===== src/verilog/gpc_pkg.sv =====
// Purpose: Constants for the three-pin general-purpose port control register.
// Assumes: Register reached through the device command path as a byte port.
// Notes: Bit positions and reset value of the port control byte.
package gpc_pkg;
	localparam int REG_WIDTH = 8;
	localparam int NUM_PINS = 3;
	localparam logic [7:0] PORT_CTRL_RESET = 8'h00;
	localparam int BIT_RESERVED = 7;
	localparam int BIT_PIN2_DIR = 6;
	localparam int BIT_PIN1_DIR = 5;
	localparam int BIT_PIN0_DIR = 4;
	localparam int BIT_PIN2_SRC = 3;
	localparam int BIT_PIN2_LEVEL = 2;
	localparam int BIT_PIN1_LEVEL = 1;
	localparam int BIT_PIN0_LEVEL = 0;
	localparam int DIR_LSB = 4;
	localparam int LEVEL_LSB = 0;
endpackage : gpc_pkg


===== src/verilog/gpc_sync2.sv =====
// Purpose: Two-flop synchroniser for one pin level.
// Assumes: Input arrives asynchronously to clk_i.
// Notes: First stage feeds only the second stage.
`timescale 1ns/1ps
module gpc_sync2 (
	input wire logic clk_i,
	input wire logic rst_i,
	input wire logic async_i,
	output logic sync_o
);
	logic meta;
	logic next_meta;
	logic next_sync;

	always_comb begin
		next_meta = async_i;
		next_sync = meta;
	end

	always_ff @(posedge clk_i) begin
		if (rst_i) begin
			meta <= 1'b0;
			sync_o <= 1'b0;
		end else begin
			meta <= next_meta;
			sync_o <= next_sync;
		end
	end
endmodule : gpc_sync2


===== src/verilog/gpc_port.sv =====
// Purpose: Three-pin general-purpose port with one control byte.
// Assumes: Command decoder delivers register writes and reads as strobes.
// Notes: Input-pin level bits mirror synchronised pins; writes to them drop.
`timescale 1ns/1ps
module gpc_port (
	input wire logic clk_i,
	input wire logic rst_i,
	input wire logic wr_en_i,
	input wire logic [7:0] wr_data_i,
	input wire logic rd_en_i,
	output logic [7:0] rd_data_o,
	output logic rd_valid_o,
	input wire logic result_ready_n_i,
	input wire logic general_pin_0_i,
	input wire logic general_pin_1_i,
	input wire logic general_pin_2_i,
	output logic general_pin_0_o,
	output logic general_pin_1_o,
	output logic general_pin_2_o,
	output logic general_pin_0_oe_o,
	output logic general_pin_1_oe_o,
	output logic general_pin_2_oe_o
);
	////////////////////////////////////////////////////////////////////////////
	logic [2:0] pin_in;
	logic [2:0] pin_sync;
	logic [2:0] dir;
	logic [2:0] level;
	logic pin2_source_select;
	logic [2:0] next_dir;
	logic [2:0] next_level;
	logic next_src;
	logic [7:0] port_view;
	logic [7:0] next_rd_data;
	logic next_rd_valid;
	logic [2:0] next_pin_out;
	logic [2:0] next_pin_oe;
	logic [2:0] pin_out;
	logic [2:0] pin_oe;

	assign pin_in = {general_pin_2_i, general_pin_1_i, general_pin_0_i};

	genvar g;
	generate
		for (g = 0; g < gpc_pkg::NUM_PINS; g++) begin : g_sync
			gpc_sync2 u_sync (
				.clk_i(clk_i),
				.rst_i(rst_i),
				.async_i(pin_in[g]),
				.sync_o(pin_sync[g])
			);
		end
	endgenerate

	////////////////////////////////////////////////////////////////////////////
	// Register state
	always_comb begin
		next_dir = dir;
		next_level = level;
		next_src = pin2_source_select;
		if (wr_en_i) begin
			next_dir = wr_data_i[gpc_pkg::BIT_PIN2_DIR:gpc_pkg::BIT_PIN0_DIR];
			next_src = wr_data_i[gpc_pkg::BIT_PIN2_SRC];
			// Level kept only for pins that end up as outputs after this write
			for (int i = 0; i < 3; i++) begin
				if (wr_data_i[gpc_pkg::DIR_LSB + i]) begin
					next_level[i] = wr_data_i[gpc_pkg::LEVEL_LSB + i];
				end
			end
		end
	end

	always_ff @(posedge clk_i) begin
		if (rst_i) begin
			dir <= gpc_pkg::PORT_CTRL_RESET[gpc_pkg::BIT_PIN2_DIR:gpc_pkg::BIT_PIN0_DIR];
			level <= gpc_pkg::PORT_CTRL_RESET[gpc_pkg::BIT_PIN2_LEVEL:gpc_pkg::BIT_PIN0_LEVEL];
			pin2_source_select <= gpc_pkg::PORT_CTRL_RESET[gpc_pkg::BIT_PIN2_SRC];
		end else begin
			dir <= next_dir;
			level <= next_level;
			pin2_source_select <= next_src;
		end
	end

	////////////////////////////////////////////////////////////////////////////
	// Readback and pin drive
	always_comb begin
		port_view = 8'h00; // Reserved bit 7 reads zero
		port_view[gpc_pkg::BIT_PIN2_DIR:gpc_pkg::BIT_PIN0_DIR] = dir;
		port_view[gpc_pkg::BIT_PIN2_SRC] = pin2_source_select;
		for (int i = 0; i < 3; i++) begin
			port_view[gpc_pkg::LEVEL_LSB + i] = dir[i] ? level[i] : pin_sync[i];
		end
		next_rd_data = rd_en_i ? port_view : rd_data_o;
		next_rd_valid = rd_en_i;
		next_pin_oe = dir;
		next_pin_out = level;
		if (pin2_source_select) begin
			next_pin_out[2] = result_ready_n_i;
		end
	end

	always_ff @(posedge clk_i) begin
		if (rst_i) begin
			rd_data_o <= 8'h00;
			rd_valid_o <= 1'b0;
			pin_out <= 3'h0;
			pin_oe <= 3'h0;
		end else begin
			rd_data_o <= next_rd_data;
			rd_valid_o <= next_rd_valid;
			pin_out <= next_pin_out;
			pin_oe <= next_pin_oe;
		end
	end

	// Direct flop outputs; one cycle of lag after a write is accepted
	assign general_pin_0_o = pin_out[0];
	assign general_pin_1_o = pin_out[1];
	assign general_pin_2_o = pin_out[2];
	assign general_pin_0_oe_o = pin_oe[0];
	assign general_pin_1_oe_o = pin_oe[1];
	assign general_pin_2_oe_o = pin_oe[2];
endmodule : gpc_port


===== config.mk =====
export PLATFORM = sky130hd
export DESIGN_NAME = gpc_port
export DESIGN_NICKNAME = d
export VERILOG_FILES = /design/src/verilog/gpc_pkg.sv /design/src/verilog/gpc_sync2.sv /design/src/verilog/gpc_port.sv
export SDC_FILE = /design/constraint.sdc
export NUM_CORES = 1
export LEC_CHECK = 0
export ABC_AREA = 1
export BUFFER_PORTS_ARGS = -buffer_cell sky130_fd_sc_hd__buf_2
export CAP_MARGIN = 20
export CORE_AREA = 2 2 49 46
export DETAILED_ROUTE_END_ITERATION = 7
export DIE_AREA = 0 0 51 48
export PLACE_DENSITY = 0.74
export SLEW_MARGIN = 20
export SYNTH_ARGS = -nofsm -noshare
export SYNTH_HDL_FRONTEND = slang
export SYNTH_SLANG_ARGS = --single-unit

===== constraint.sdc =====
create_clock -name clk_i -period 2 [get_ports clk_i]
set_clock_uncertainty 0.05 [all_clocks]
set_input_delay 0.1 -clock clk_i [delete_from_list [all_inputs] [get_ports clk_i]]
set_output_delay 0.1 -clock clk_i [all_outputs]
set_load 0.005 [all_outputs]

After elaboration in Yosys (flattened, before gate mapping)

Index checks and enable logic that the tools add are counted.

Shift operators: 0
Magnitude comparators: 0
Divide/modulo/power cells: 0
Reductions and logical operators: 3
Bitwise gates (word level): 0
$mul: 0
Equal/unequal tests: 0
Muxes and demuxes: 4
Add/subtract/negate cells: 0

Operators by type and width:

| kind             | number |
|---|---|
| $reduce_and 2->1 | 3 |
| $mux 1           | 4 |

Output and inout bits: 15
RAM bits: 0
Input bits: 16
Bits in registers: 27
Word-level logic and storage cells: 22
Bits in latches: 0
ROM bits: 0
Memories kept: 0

Logic depth before layout (Yosys ltp)

Gate-level depths: netlist (run 1).

Depth after elaboration: 1
Gate-level depth with buffers: 4

Cells and area by module

Synthesis (run 1) repeated with hierarchy kept, for this count alone.

Cell total of the unflattened synthesis: 116
Area total of the unflattened synthesis: 915.9 um^2

Modules (own cells, without submodules):

| module    | area an instance (um^2) | instances | cells each |
|---|---|---|---|
| gpc_port  | 750.7                   | 1         | 98 |
| gpc_sync2 | 55.1                    | 3         | 6 |

Least setup slack after synthesis (run 1)

No wires, ideal clock.

Kind: register -> register
From: reg dir[0]
To: reg rd_data_o[0]
Buffers on the path: 0
Data required time: 1.833 ns
Slack: 1.301 ns
Stages on the path, launching flop included: 4
Period minus slack after synthesis: 0.699 ns
Data arrival time: 0.532 ns
Path through: dfxtp_1 > nor2_1 > nor2_1 > nor2_1

Cells in the longest elaborated chain, start to end: 1

RTL lines:

| what                   | RTL line        | source |
|---|---|---|
| from (decl)            | gpc_port.sv:27  | `logic [2:0] dir;` |
| from (signal assigned) | gpc_port.sv:75  | `dir <= gpc_pkg::PORT_CTRL_RESET[gpc_pkg::BIT_PIN2_DIR:gpc_pkg::BIT_PIN0_DIR];` |
| from (signal assigned) | gpc_port.sv:79  | `dir <= next_dir;` |
| $mux 1                 | gpc_port.sv:92  | `port_view[gpc_pkg::LEVEL_LSB + i] = dir[i] ? level[i] : pin_sync[i];` |
| to (signal assigned)   | gpc_port.sv:110 | `rd_data_o <= next_rd_data;` |
| to (decl)              | gpc_port.sv:11  | `output logic [7:0] rd_data_o,` |

No other way between the ends.
A chain may end at the register's enable or synchronous reset.

==> results of run 1 <==
==> cells by family (layout without fill, tap and decap cells) <==
logic type / after synthesis / in the layout / synth area share (%)
AO/OA/AOI/OAI: 15 / 15 / 8.02
buffers and inverters: 23 / 61 / 13.0
flip-flops: 27 / 27 / 57.8
other: 1 / 1 / 0.401
AND/OR/NAND/NOR: 51 / 51 / 20.9
==> cell usage in the layout (no fill, tap or decap) <==
| cell type | n |
|---|---|
| a21oi_1 | 6 |
| buf_2 | 28 |
| clkbuf_4 | 3 |
| clkinv_4 | 1 |
| clkinvlp_4 | 1 |
| conb_1 | 1 |
| dfxtp_1 | 27 |
| dlygate4sd3_1 | 11 |
| inv_1 | 16 |
| inv_2 | 1 |
| nand2_1 | 15 |
| nand3_1 | 3 |
| nor2_1 | 33 |
| o21ai_0 | 9 |
==> layer usage <==
| layer | vias to the layer above | routed length, um | track usage (%) |
|---|---|---|---|
| met5 | - | 0 | 0 |
| li1 | 424 | - | - |
| met4 | 0 | 8 | 6.49 |
| met2 | 22 | 813 | 26.0 |
| met1 | 353 | 741 | 19.7 |
| met3 | 2 | 113 | 3.13 |
==> power by group <==
| part | switching, W | leakage (nW) | internal, W | total, W |
|---|---|---|---|---|
| combinational | 0.0000478 | 0.342 | 0.0000489 | 0.0000967 |
| sequential | 0.0000134 | 0.222 | 0.000565 | 0.000579 |
| clock | 0.000156 | 0.0139 | 0.0000763 | 0.000233 |
==> metrics by stage <==
step / total power, W / area [um^2] / utilization, %
finish: 0.000908 / 1200 / 63.2
global route: 0.000956 / 1200 / 63.2
CTS: 0.000917 / 1200 / 63.2
detailed placement: 0.000673 / 1060 / 55.8
global placement: 0.000669 / 1060 / 55.8
floorplan: 0.000643 / 936 / -
==> final cells by class <==
class                           count  area, um^2  area share [%]
Inverter                           18        72.6            6.05
Sequential cell                    27         541            45.1
Clock buffer                        3        22.5            1.88
Clock inverter                      1        7.51           0.626
Multi-Input combinational cell     67         274            22.9
Timing Repair Buffer               39         250            20.9
Tap cell                           25        31.3            2.61
==> flip-flops by register name (all words and copies together) (netlist names) <==
name,flops
level,3
pin_out,3
rd_valid_o,1
pin_oe,3
pin2_source_select,1
g_sync.u_sync.sync_o,3
dir,3
g_sync.u_sync.meta,3
rd_data_o,7
==> how the worst max path moves through the flow <==
stage | depth (start not counted) | slack, ns | from | end
floorplan | 3 | 1.30 | dir[0] | rd_data_o[0]
CTS | 5 | 0.74 | wr_data_i[0] | level[0]
global route | 5 | 0.65 | wr_data_i[0] | level[0]
finish | 5 | 0.71 | wr_data_i[0] | level[0]
global placement | 4 | 1.12 | rst_i | rd_data_o[1]
detailed placement | 4 | 1.11 | rst_i | rd_data_o[1]
==> worst reg2reg max path: stages (launching register included) <==
cell     delay (ns)
dfxtp_1        0.43
nor2_1         0.07
nor2_1         0.10
nor2_1         0.05
==> run summary, run 1 <==
Critical-path top delay cell = dlygate4sd3_1
Num CTS Buffers = 3
Synth warn = 0
Most common cell on crit path = dlygate4sd3_1
Worst path max stage delay = 0.57 ns
Crit Path Class = in -> reg
Crit path max-delay family = buffers and inverters
Arr. time, crit path = 1.51 ns
Worst vdd ir = 0.505 mV
Clock root buffer = clkbuf_4
Layout cells sized above 1 = 21.9%
Ys async rst share = 0%
Max Root-Sink Buffers = 2
Placed Cells incl. Taps = 165
Row Count = 15
Hold slack = 0.00933 ns
Worst slack, placed = 1.11 ns
Fill count = 180
Initial Utilization = 49.4%
FF-to-FF setup slack = 1.22 ns
Clock Sinks = 27
Startpoint Class = primary input
Peak Freq = 0.773 GHz
Vias/cell = 4.45
TritonCTS clock tree = built
Setup TNS = 0 ns
Max_cap viols = 0
Final ANT Viol Nets = 0
Num ports = 31
Worst hold start = wr_data_i[4]
Starting DRT DRC Count = 15
Post-CTS setup buffer count = 0
Vias in the first global route = 696
WL final = 1680 um
Status = complete, no violations
Reg2Reg Launch Point = dir[1]
DRC violations left = 0
Most frequent cells after synthesis = 33 x nor2_1, 27 x dfxtp_1, 16 x inv_1
CTS Hold Bufs = 11
Pin count of the biggest net entering global routing = 20
Global-route wire length before repair = 2820 um
Yosys top cell area share = 57.8%
Synth Cell Area = 936 um^2
Area leader, netlist = dfxtp_1
Hold WC Path Type = in -> reg
Nets = 172
Synth area leaders = dfxtp_1 58%, nor2_1 13%, inv_1 6.4%, nand2_1 6.0%, o21ai_0 4.8%
CP endpoint kind = flip-flop
Pwr dens = 757 mW/mm^2
Die width = 51 um
Clock Latency Late Sink = 0.32 ns
Overflow after GRT = 0
Final slew viol count = 0
Die height = 48 um
P_leak = 0.579 nW
Post-synth cell types = 12
Hold Crit Endpoint = dir[0]
Drt wl/cell = 9.31 um
Critical Path RT = 2.21 ns
# diodes = 0
Syn Area/Cell = 8.00 um^2
Tot GR Track Use = 15.4%
CTS resizes = 0
Setup violations, final = 0
Area grow syn2layout = 28.1%
Core Box Area = 0.00190 mm^2
Count leader, synth = nor2_1
Dpl hpwl = 1160 um
Final Wtd Congestion = 0.748
Worst Path Buf+Inv = 3
Clock period minus final worst setup slack = 1.29 ns
CP Cell Sequence = dlygate4sd3_1, buf_2, nand3_1, dlygate4sd3_1, a21oi_1
Die area = 0.00245 mm^2
Reg2reg path depth = 3
Synth Register Bits = 27
CP max FO = 1
Post-route non-filler standard cell count = 180
Via count = 801
RSZ-0062 raised after global routing = no
DR pass1 iterations = 4
Post-Syn Instances = 117
H-tree levels = 1
Reg-to-reg endpoint = rd_data_o[1]
Hold Path Stages = 3
Final Cycle Share = 64.7%
Main synth FF type = dfxtp_1
Final worst slack = 0.706 ns
Post-synthesis sequential area ratio = 57.8%
Final Hold Fails = 0
Post-synth net total = 133
CTS clock-pin slew for the worst setup and hold paths = 0.15 ns
Initial antenna violation count = 0
I/O Buffers = 28
Number of flops mapped to enable cells by yosys = 0
No activity file was read; power rests on OpenSTA's default activity.
==> run 2: changes to the inputs <==
--- a/config.mk
+++ b/config.mk
@@ -8,10 +8,10 @@
 export ABC_AREA = 1
 export BUFFER_PORTS_ARGS = -buffer_cell sky130_fd_sc_hd__buf_2
 export CAP_MARGIN = 20
-export CORE_AREA = 2 2 49 46
+export CORE_AREA = 2 2 53 50
 export DETAILED_ROUTE_END_ITERATION = 7
-export DIE_AREA = 0 0 51 48
-export PLACE_DENSITY = 0.74
+export DIE_AREA = 0 0 55 52
+export PLACE_DENSITY = 0.66
 export SLEW_MARGIN = 20
 export SYNTH_ARGS = -nofsm -noshare
 export SYNTH_HDL_FRONTEND = slang
==> constraint.sdc (replaced) <==
create_clock -name clk_i -period 1.1 [get_ports clk_i]
set_clock_uncertainty 0.05 [all_clocks]
set_input_delay 0.055 -clock clk_i [delete_from_list [all_inputs] [get_ports clk_i]]
set_output_delay 0.055 -clock clk_i [all_outputs]
set_load 0.005 [all_outputs]
==> run summary, run 2 (synthesis gave the netlist of run 1 again) <==
CP endpoint kind = primary output
Final Cycle Share = 81.9%
Internal power = 0.00127 W (+84%)
Clock Latency Late Sink = 0.32 ns (about the same)
Final slew viol count = 0 (unchanged)
Critical-path top delay cell = dfxtp_1
Final Hold Fails = 0 (unchanged)
Initial antenna violation count = 0 (unchanged)
Pwr dens = 1350 mW/mm^2 (+79%)
# diodes = 0 (unchanged)
Overflow after GRT = 0 (unchanged)
P_leak = 0.599 nW (+3.5%)
Drt wl/cell = 9.39 um (+0.87%)
Worst path max stage delay = 0.36 ns (-0.21 ns)
CP max FO = 2 (+1)
Peak Freq = 1.11 GHz
Vias/cell = 4.29 (-3.6%)
Row Count = 17 (+2)
Die width = 55 um (+7.8%)
Critical Path RT = 1.00 ns (-1.21 ns)
RSZ-0062 raised after global routing = no
Worst vdd ir = 1.24 mV (+150%)
Max_cap viols = 0 (unchanged)
Via count = 798 (-0.37%)
Startpoint Class = flip-flop
Tot GR Track Use = 13.5% (-1.9 points)
Crit path max-delay family = flip-flops
Initial Utilization = 40.0% (-9.4 points)
Area grow syn2layout = 31.0%
Hold WC Path Type = in -> reg
DR pass1 iterations = 4 (unchanged)
Core Util, Final = 52.4% (-11 points)
Setup violations, final = 0 (unchanged)
Register name with the most flops = rd_data_o
Fill count = 234 (+30%)
Pin count of the biggest net entering global routing = 15 (-25%)
Flop pwr share = 63.4% (-0.3 points)
Nets = 175 (+1.7%)
Final Wtd Congestion = 0.669 (-11%)
I/O Buffers = 28 (unchanged)
CP Cell Sequence = buf_2
Status = complete, no violations
Net Switching = 0.000392 W (+80%)
Clock share of power = 25.5% (about the same)
Num ports = 31 (unchanged)
Die height = 52 um (+8.3%)
CTS clock-pin slew for the worst setup and hold paths = 0.14 ns (about the same)
Setup TNS = 0 ns (unchanged)
Max Root-Sink Buffers = 2 (unchanged)
Crit Path Class = reg -> out
Layout cells sized above 1 = 21.5% (-0.42 points)
Die area = 0.00286 mm^2 (+17%)
Hold slack = 0.0377 ns (+0.0283 ns)
H-tree levels = 1 (unchanged)
Global-route wire length before repair = 2620 um (-6.9%)
Clock period minus final worst setup slack = 0.901 ns
Commonest non-fill, non-tap cells in the layout = 33 x nor2_1, 28 x buf_2, 27 x dfxtp_1
Starting DRT DRC Count = 13 (-2)
Number of flip-flops in the largest register = 7 (unchanged)
Dpl hpwl = 1220 um (+5.4%)
WL final = 1750 um (+4.2%)
Clock root buffer = clkbuf_4
Num CTS Buffers = 3 (unchanged)
Clock Sinks = 27 (unchanged)
Core Box Area = 0.00234 mm^2 (+23%)
Worst Path Buf+Inv = 1 (-2)
Power Total = 0.00166 W (+83%)
Logic gate share of total power = 11.1% (+0.5 points)
Vias in the first global route = 653 (-6.2%)
Post-CTS setup buffer count = 0 (unchanged)
Final ANT Viol Nets = 0 (unchanged)
DRC violations left = 0 (unchanged)
Commonest non-fill, non-tap cell in the layout = nor2_1
Sw Ratio = 23.6% (-0.34 points)
TritonCTS clock tree = built
Arr. time, crit path = 0.80 ns (-0.71 ns)
run 2: area by class of cell:
type                       count  area (um^2)  share of cell area (%)
sequential                    27          541                    44.1
clock buffer                   4         26.3                    2.14
timing repair buffer          42          278                    22.7
tap                           28         35.0                    2.86
multi-input combinational     67          274                    22.3
inverter                      18         72.6                    5.92
run 2: timing repair:
action                                 CTS  global route
endpoints found under the hold margin   15             0
hold buffers                            13             0
setup endpoints to repair                0             0
resized for setup                        0             0
run 2: path summary, 6_finish.rpt:
kind | startpoint | end | slack (ns) | depth (start not counted)
max | rd_data_o[1] | rd_data_o[1] | 0.20 | 1
min | rd_en_i | rd_data_o[2] | 0.04 | 4
max reg2reg | dir[0] | rd_data_o[0] | 0.32 | 3
min reg2reg | g_sync[1].u_sync.meta | g_sync[1].u_sync.sync_o | 0.36 | 2
run 2: tightest hold or removal path, cell delays in order:
cell and delay, ns:
buf_2 0.16, nand2_1 0.08, nor2_1 0.03, nor2_1 0.06
run 2: power by group through the flow:
stage	clock network [W]	logic [W]	registers, W
2_1_floorplan	0	0.0000957	0.00107
3_3_place_gp	0	0.000148	0.00107
3_5_place_dp	0	0.000151	0.00107
4_1_cts	0.000450	0.000187	0.00105
5_1_grt	0.000491	0.000209	0.00106
6_report	0.000423	0.000185	0.00105
run 2: through the flow:
step | instances | instance area [um^2] | worst slack [ns]
finish | 186 | 1230 | 0.199
global route | 186 | 1230 | 0.133
CTS | 186 | 1230 | 0.171
detailed placement | 169 | 1070 | 0.335
global placement | 169 | 1070 | 0.349
floorplan | 117 | 936 | 0.401
run 2: per-layer routing:
| layer | part of all wire [%] | track usage (%) | wire, um | up-vias |
|---|---|---|---|---|
| li1 | - | - | - | 428 |
| met1 | 46 | 14.4 | 798 | 341 |
| met2 | 44 | 22.0 | 777 | 24 |
| met3 | 7.7 | 6.61 | 134 | 5 |
| met4 | 2.1 | 6.10 | 36 | 0 |
| met5 | 0 | 0 | 0 | - |
==> run 3: changes to the inputs <==
--- a/config.mk
+++ b/config.mk
@@ -8,10 +8,10 @@
 export ABC_AREA = 1
 export BUFFER_PORTS_ARGS = -buffer_cell sky130_fd_sc_hd__buf_2
 export CAP_MARGIN = 20
-export CORE_AREA = 2 2 53 50
+export CORE_AREA = 2 2 51 48
 export DETAILED_ROUTE_END_ITERATION = 7
-export DIE_AREA = 0 0 55 52
-export PLACE_DENSITY = 0.66
+export DIE_AREA = 0 0 53 50
+export PLACE_DENSITY = 0.69
 export SLEW_MARGIN = 20
 export SYNTH_ARGS = -nofsm -noshare
 export SYNTH_HDL_FRONTEND = slang
==> constraint.sdc (replaced) <==
create_clock -name clk_i -period 0.9 [get_ports clk_i]
set_clock_uncertainty 0.05 [all_clocks]
set_input_delay 0.045 -clock clk_i [delete_from_list [all_inputs] [get_ports clk_i]]
set_output_delay 0.045 -clock clk_i [all_outputs]
set_load 0.005 [all_outputs]
==> run summary, run 3 (synthesis gave the netlist of run 1 again) <==
Status = complete, no violations
Commonest non-fill, non-tap cells in the layout = 33 x nor2_1, 26 x buf_2, 18 x dfxtp_1
H-tree levels = 1 (unchanged)
Hold WC Path Type = in -> reg
Overflow after GRT = 0 (unchanged)
I/O Buffers = 28 (unchanged)
WL final = 1820 um (+4.4%)
Peak Freq = 1.12 GHz
Max Root-Sink Buffers = 2 (unchanged)
CTS clock-pin slew for the worst setup and hold paths = 0.15 ns (about the same)
Die height = 50 um (-3.8%)
Layout cells sized above 1 = 28.3% (+6.8 points)
Worst vdd ir = 0.899 mV (-28%)
Arr. time, crit path = 0.80 ns (about the same)
Placed Cells incl. Taps = 169 (unchanged)
Startpoint Class = flip-flop
Die area = 0.00265 mm^2 (-7.3%)
Crit path max-delay family = flip-flops
Post-CTS setup buffer count = 0 (unchanged)
Tot GR Track Use = 15.7% (+2.2 points)
Clock Sinks = 27 (unchanged)
Post-route non-filler standard cell count = 186 (unchanged)
Global-route wire length before repair = 3010 um (+15%)
Initial antenna violation count = 0 (unchanged)
Register name with the most flops = rd_data_o
Die width = 53 um (-3.6%)
Setup violations, final = 0 (unchanged)
Row Count = 16 (-1)
Fill count = 208 (-11%)
Vias in the first global route = 758 (+16%)
Commonest non-fill, non-tap cell in the layout = nor2_1
CP max FO = 2 (unchanged)
RSZ-0062 raised after global routing = yes
Drt wl/cell = 9.81 um (+4.4%)
Final ANT Viol Nets = 0 (unchanged)
Area grow syn2layout = 34.6%
Hold slack = 0.0295 ns (-0.00817 ns)
Crit Path Class = reg -> out
Clock root buffer = clkbuf_4
DR pass1 iterations = 4 (unchanged)
Final Wtd Congestion = 0.679 (+1.4%)
DRC violations left = 0 (unchanged)
Critical Path RT = 0.81 ns (-0.19 ns)
Via count = 809 (+1.4%)
Starting DRT DRC Count = 8 (-5)
Clock Latency Late Sink = 0.33 ns (about the same)
Max_cap viols = 0 (unchanged)
Worst path max stage delay = 0.35 ns (about the same)
Nets = 176 (+0.57%)
Core Box Area = 0.00210 mm^2 (-10%)
Worst Path Buf+Inv = 1 (unchanged)
Core Util, Final = 59.9% (+7.5 points)
Final Hold Fails = 0 (unchanged)
Clock period minus final worst setup slack = 0.893 ns
CP endpoint kind = primary output
Initial Utilization = 44.5% (+4.5 points)
Dpl hpwl = 1240 um (+1.6%)
Pin count of the biggest net entering global routing = 17 (+2)
Vias/cell = 4.35 (+1.4%)
P_leak = 0.608 nW (+1.5%)
Pwr dens = 1630 mW/mm^2 (+21%)
Num ports = 31 (unchanged)
Critical-path top delay cell = dfxtp_2
Num CTS Buffers = 3 (unchanged)
Final Cycle Share = 99.2%
# diodes = 0 (unchanged)
Final slew viol count = 0 (unchanged)
Number of flip-flops in the largest register = 7 (unchanged)
TritonCTS clock tree = built
CP Cell Sequence = buf_2
run 3: cell count changes in the layout (fill, tap and decap cells not counted):
cell | before | now
buf_2 | 28 | 26
dfxtp_1 | 27 | 18
buf_6 | 0 | 2
clkinvlp_4 | 0 | 1
dfxtp_2 | 0 | 9
buf_4 | 1 | 2
clkbuf_1 | 1 | 0
run 3: worst paths after layout:
| kind | startpoint | cells after the start | end | slack (ns) |
|---|---|---|---|---|
| setup / recovery | rd_data_o[4] | 1 | rd_data_o[4] | 0.007 |
| hold / removal | rd_en_i | 4 | rd_data_o[2] | 0.03 |
| setup reg to reg | dir[1] | 3 | rd_data_o[1] | 0.11 |
| hold reg to reg | g_sync[0].u_sync.meta | 2 | g_sync[0].u_sync.sync_o | 0.36 |
run 3: per-stage QoR:
| step | TNS (ns) | worst slack, ns | power (W) | area [um^2] |
|---|---|---|---|---|
| CTS | -0.0158 | -0.00807 | 0.00208 | 1240 |
| global route | -0.164 | -0.0273 | 0.00216 | 1260 |
| finish | 0 | 0.00716 | 0.00206 | 1260 |
| floorplan | 0 | 0.201 | 0.00143 | 936 |
| detailed placement | 0 | 0.119 | 0.00150 | 1080 |
| global placement | 0 | 0.150 | 0.00149 | 1080 |
run 3: power breakdown:
group	internal (W)	switching, W	total [W]
logic	0.000127	0.000108	0.000235
clock network	0.000170	0.000357	0.000527
registers	0.00126	0.0000329	0.00129
run 3: repair_timing:
action	in CTS	in global routing
hold buffers	13	0
hold endpoints to repair	12	0
resized for setup	5	6
setup endpoints to repair	5	10
run 3: cell type report:
class,instances,area [um^2],area share (%)
Sequential cell,27,552,43.8
Timing Repair Buffer,43,298,23.6
Multi-Input combinational cell,67,274,21.7
Inverter,18,72.6,5.76
Tap cell,27,33.8,2.68
Clock buffer,3,22.5,1.79
Clock inverter,1,7.51,0.596
run 3: layer usage:
metal	vias to the layer above	wire [um]	track usage, %
met5	-	0	0
met4	0	34	8.97
met3	4	111	2.73
met2	24	891	27.9
met1	354	787	16.8
li1	427	-	-
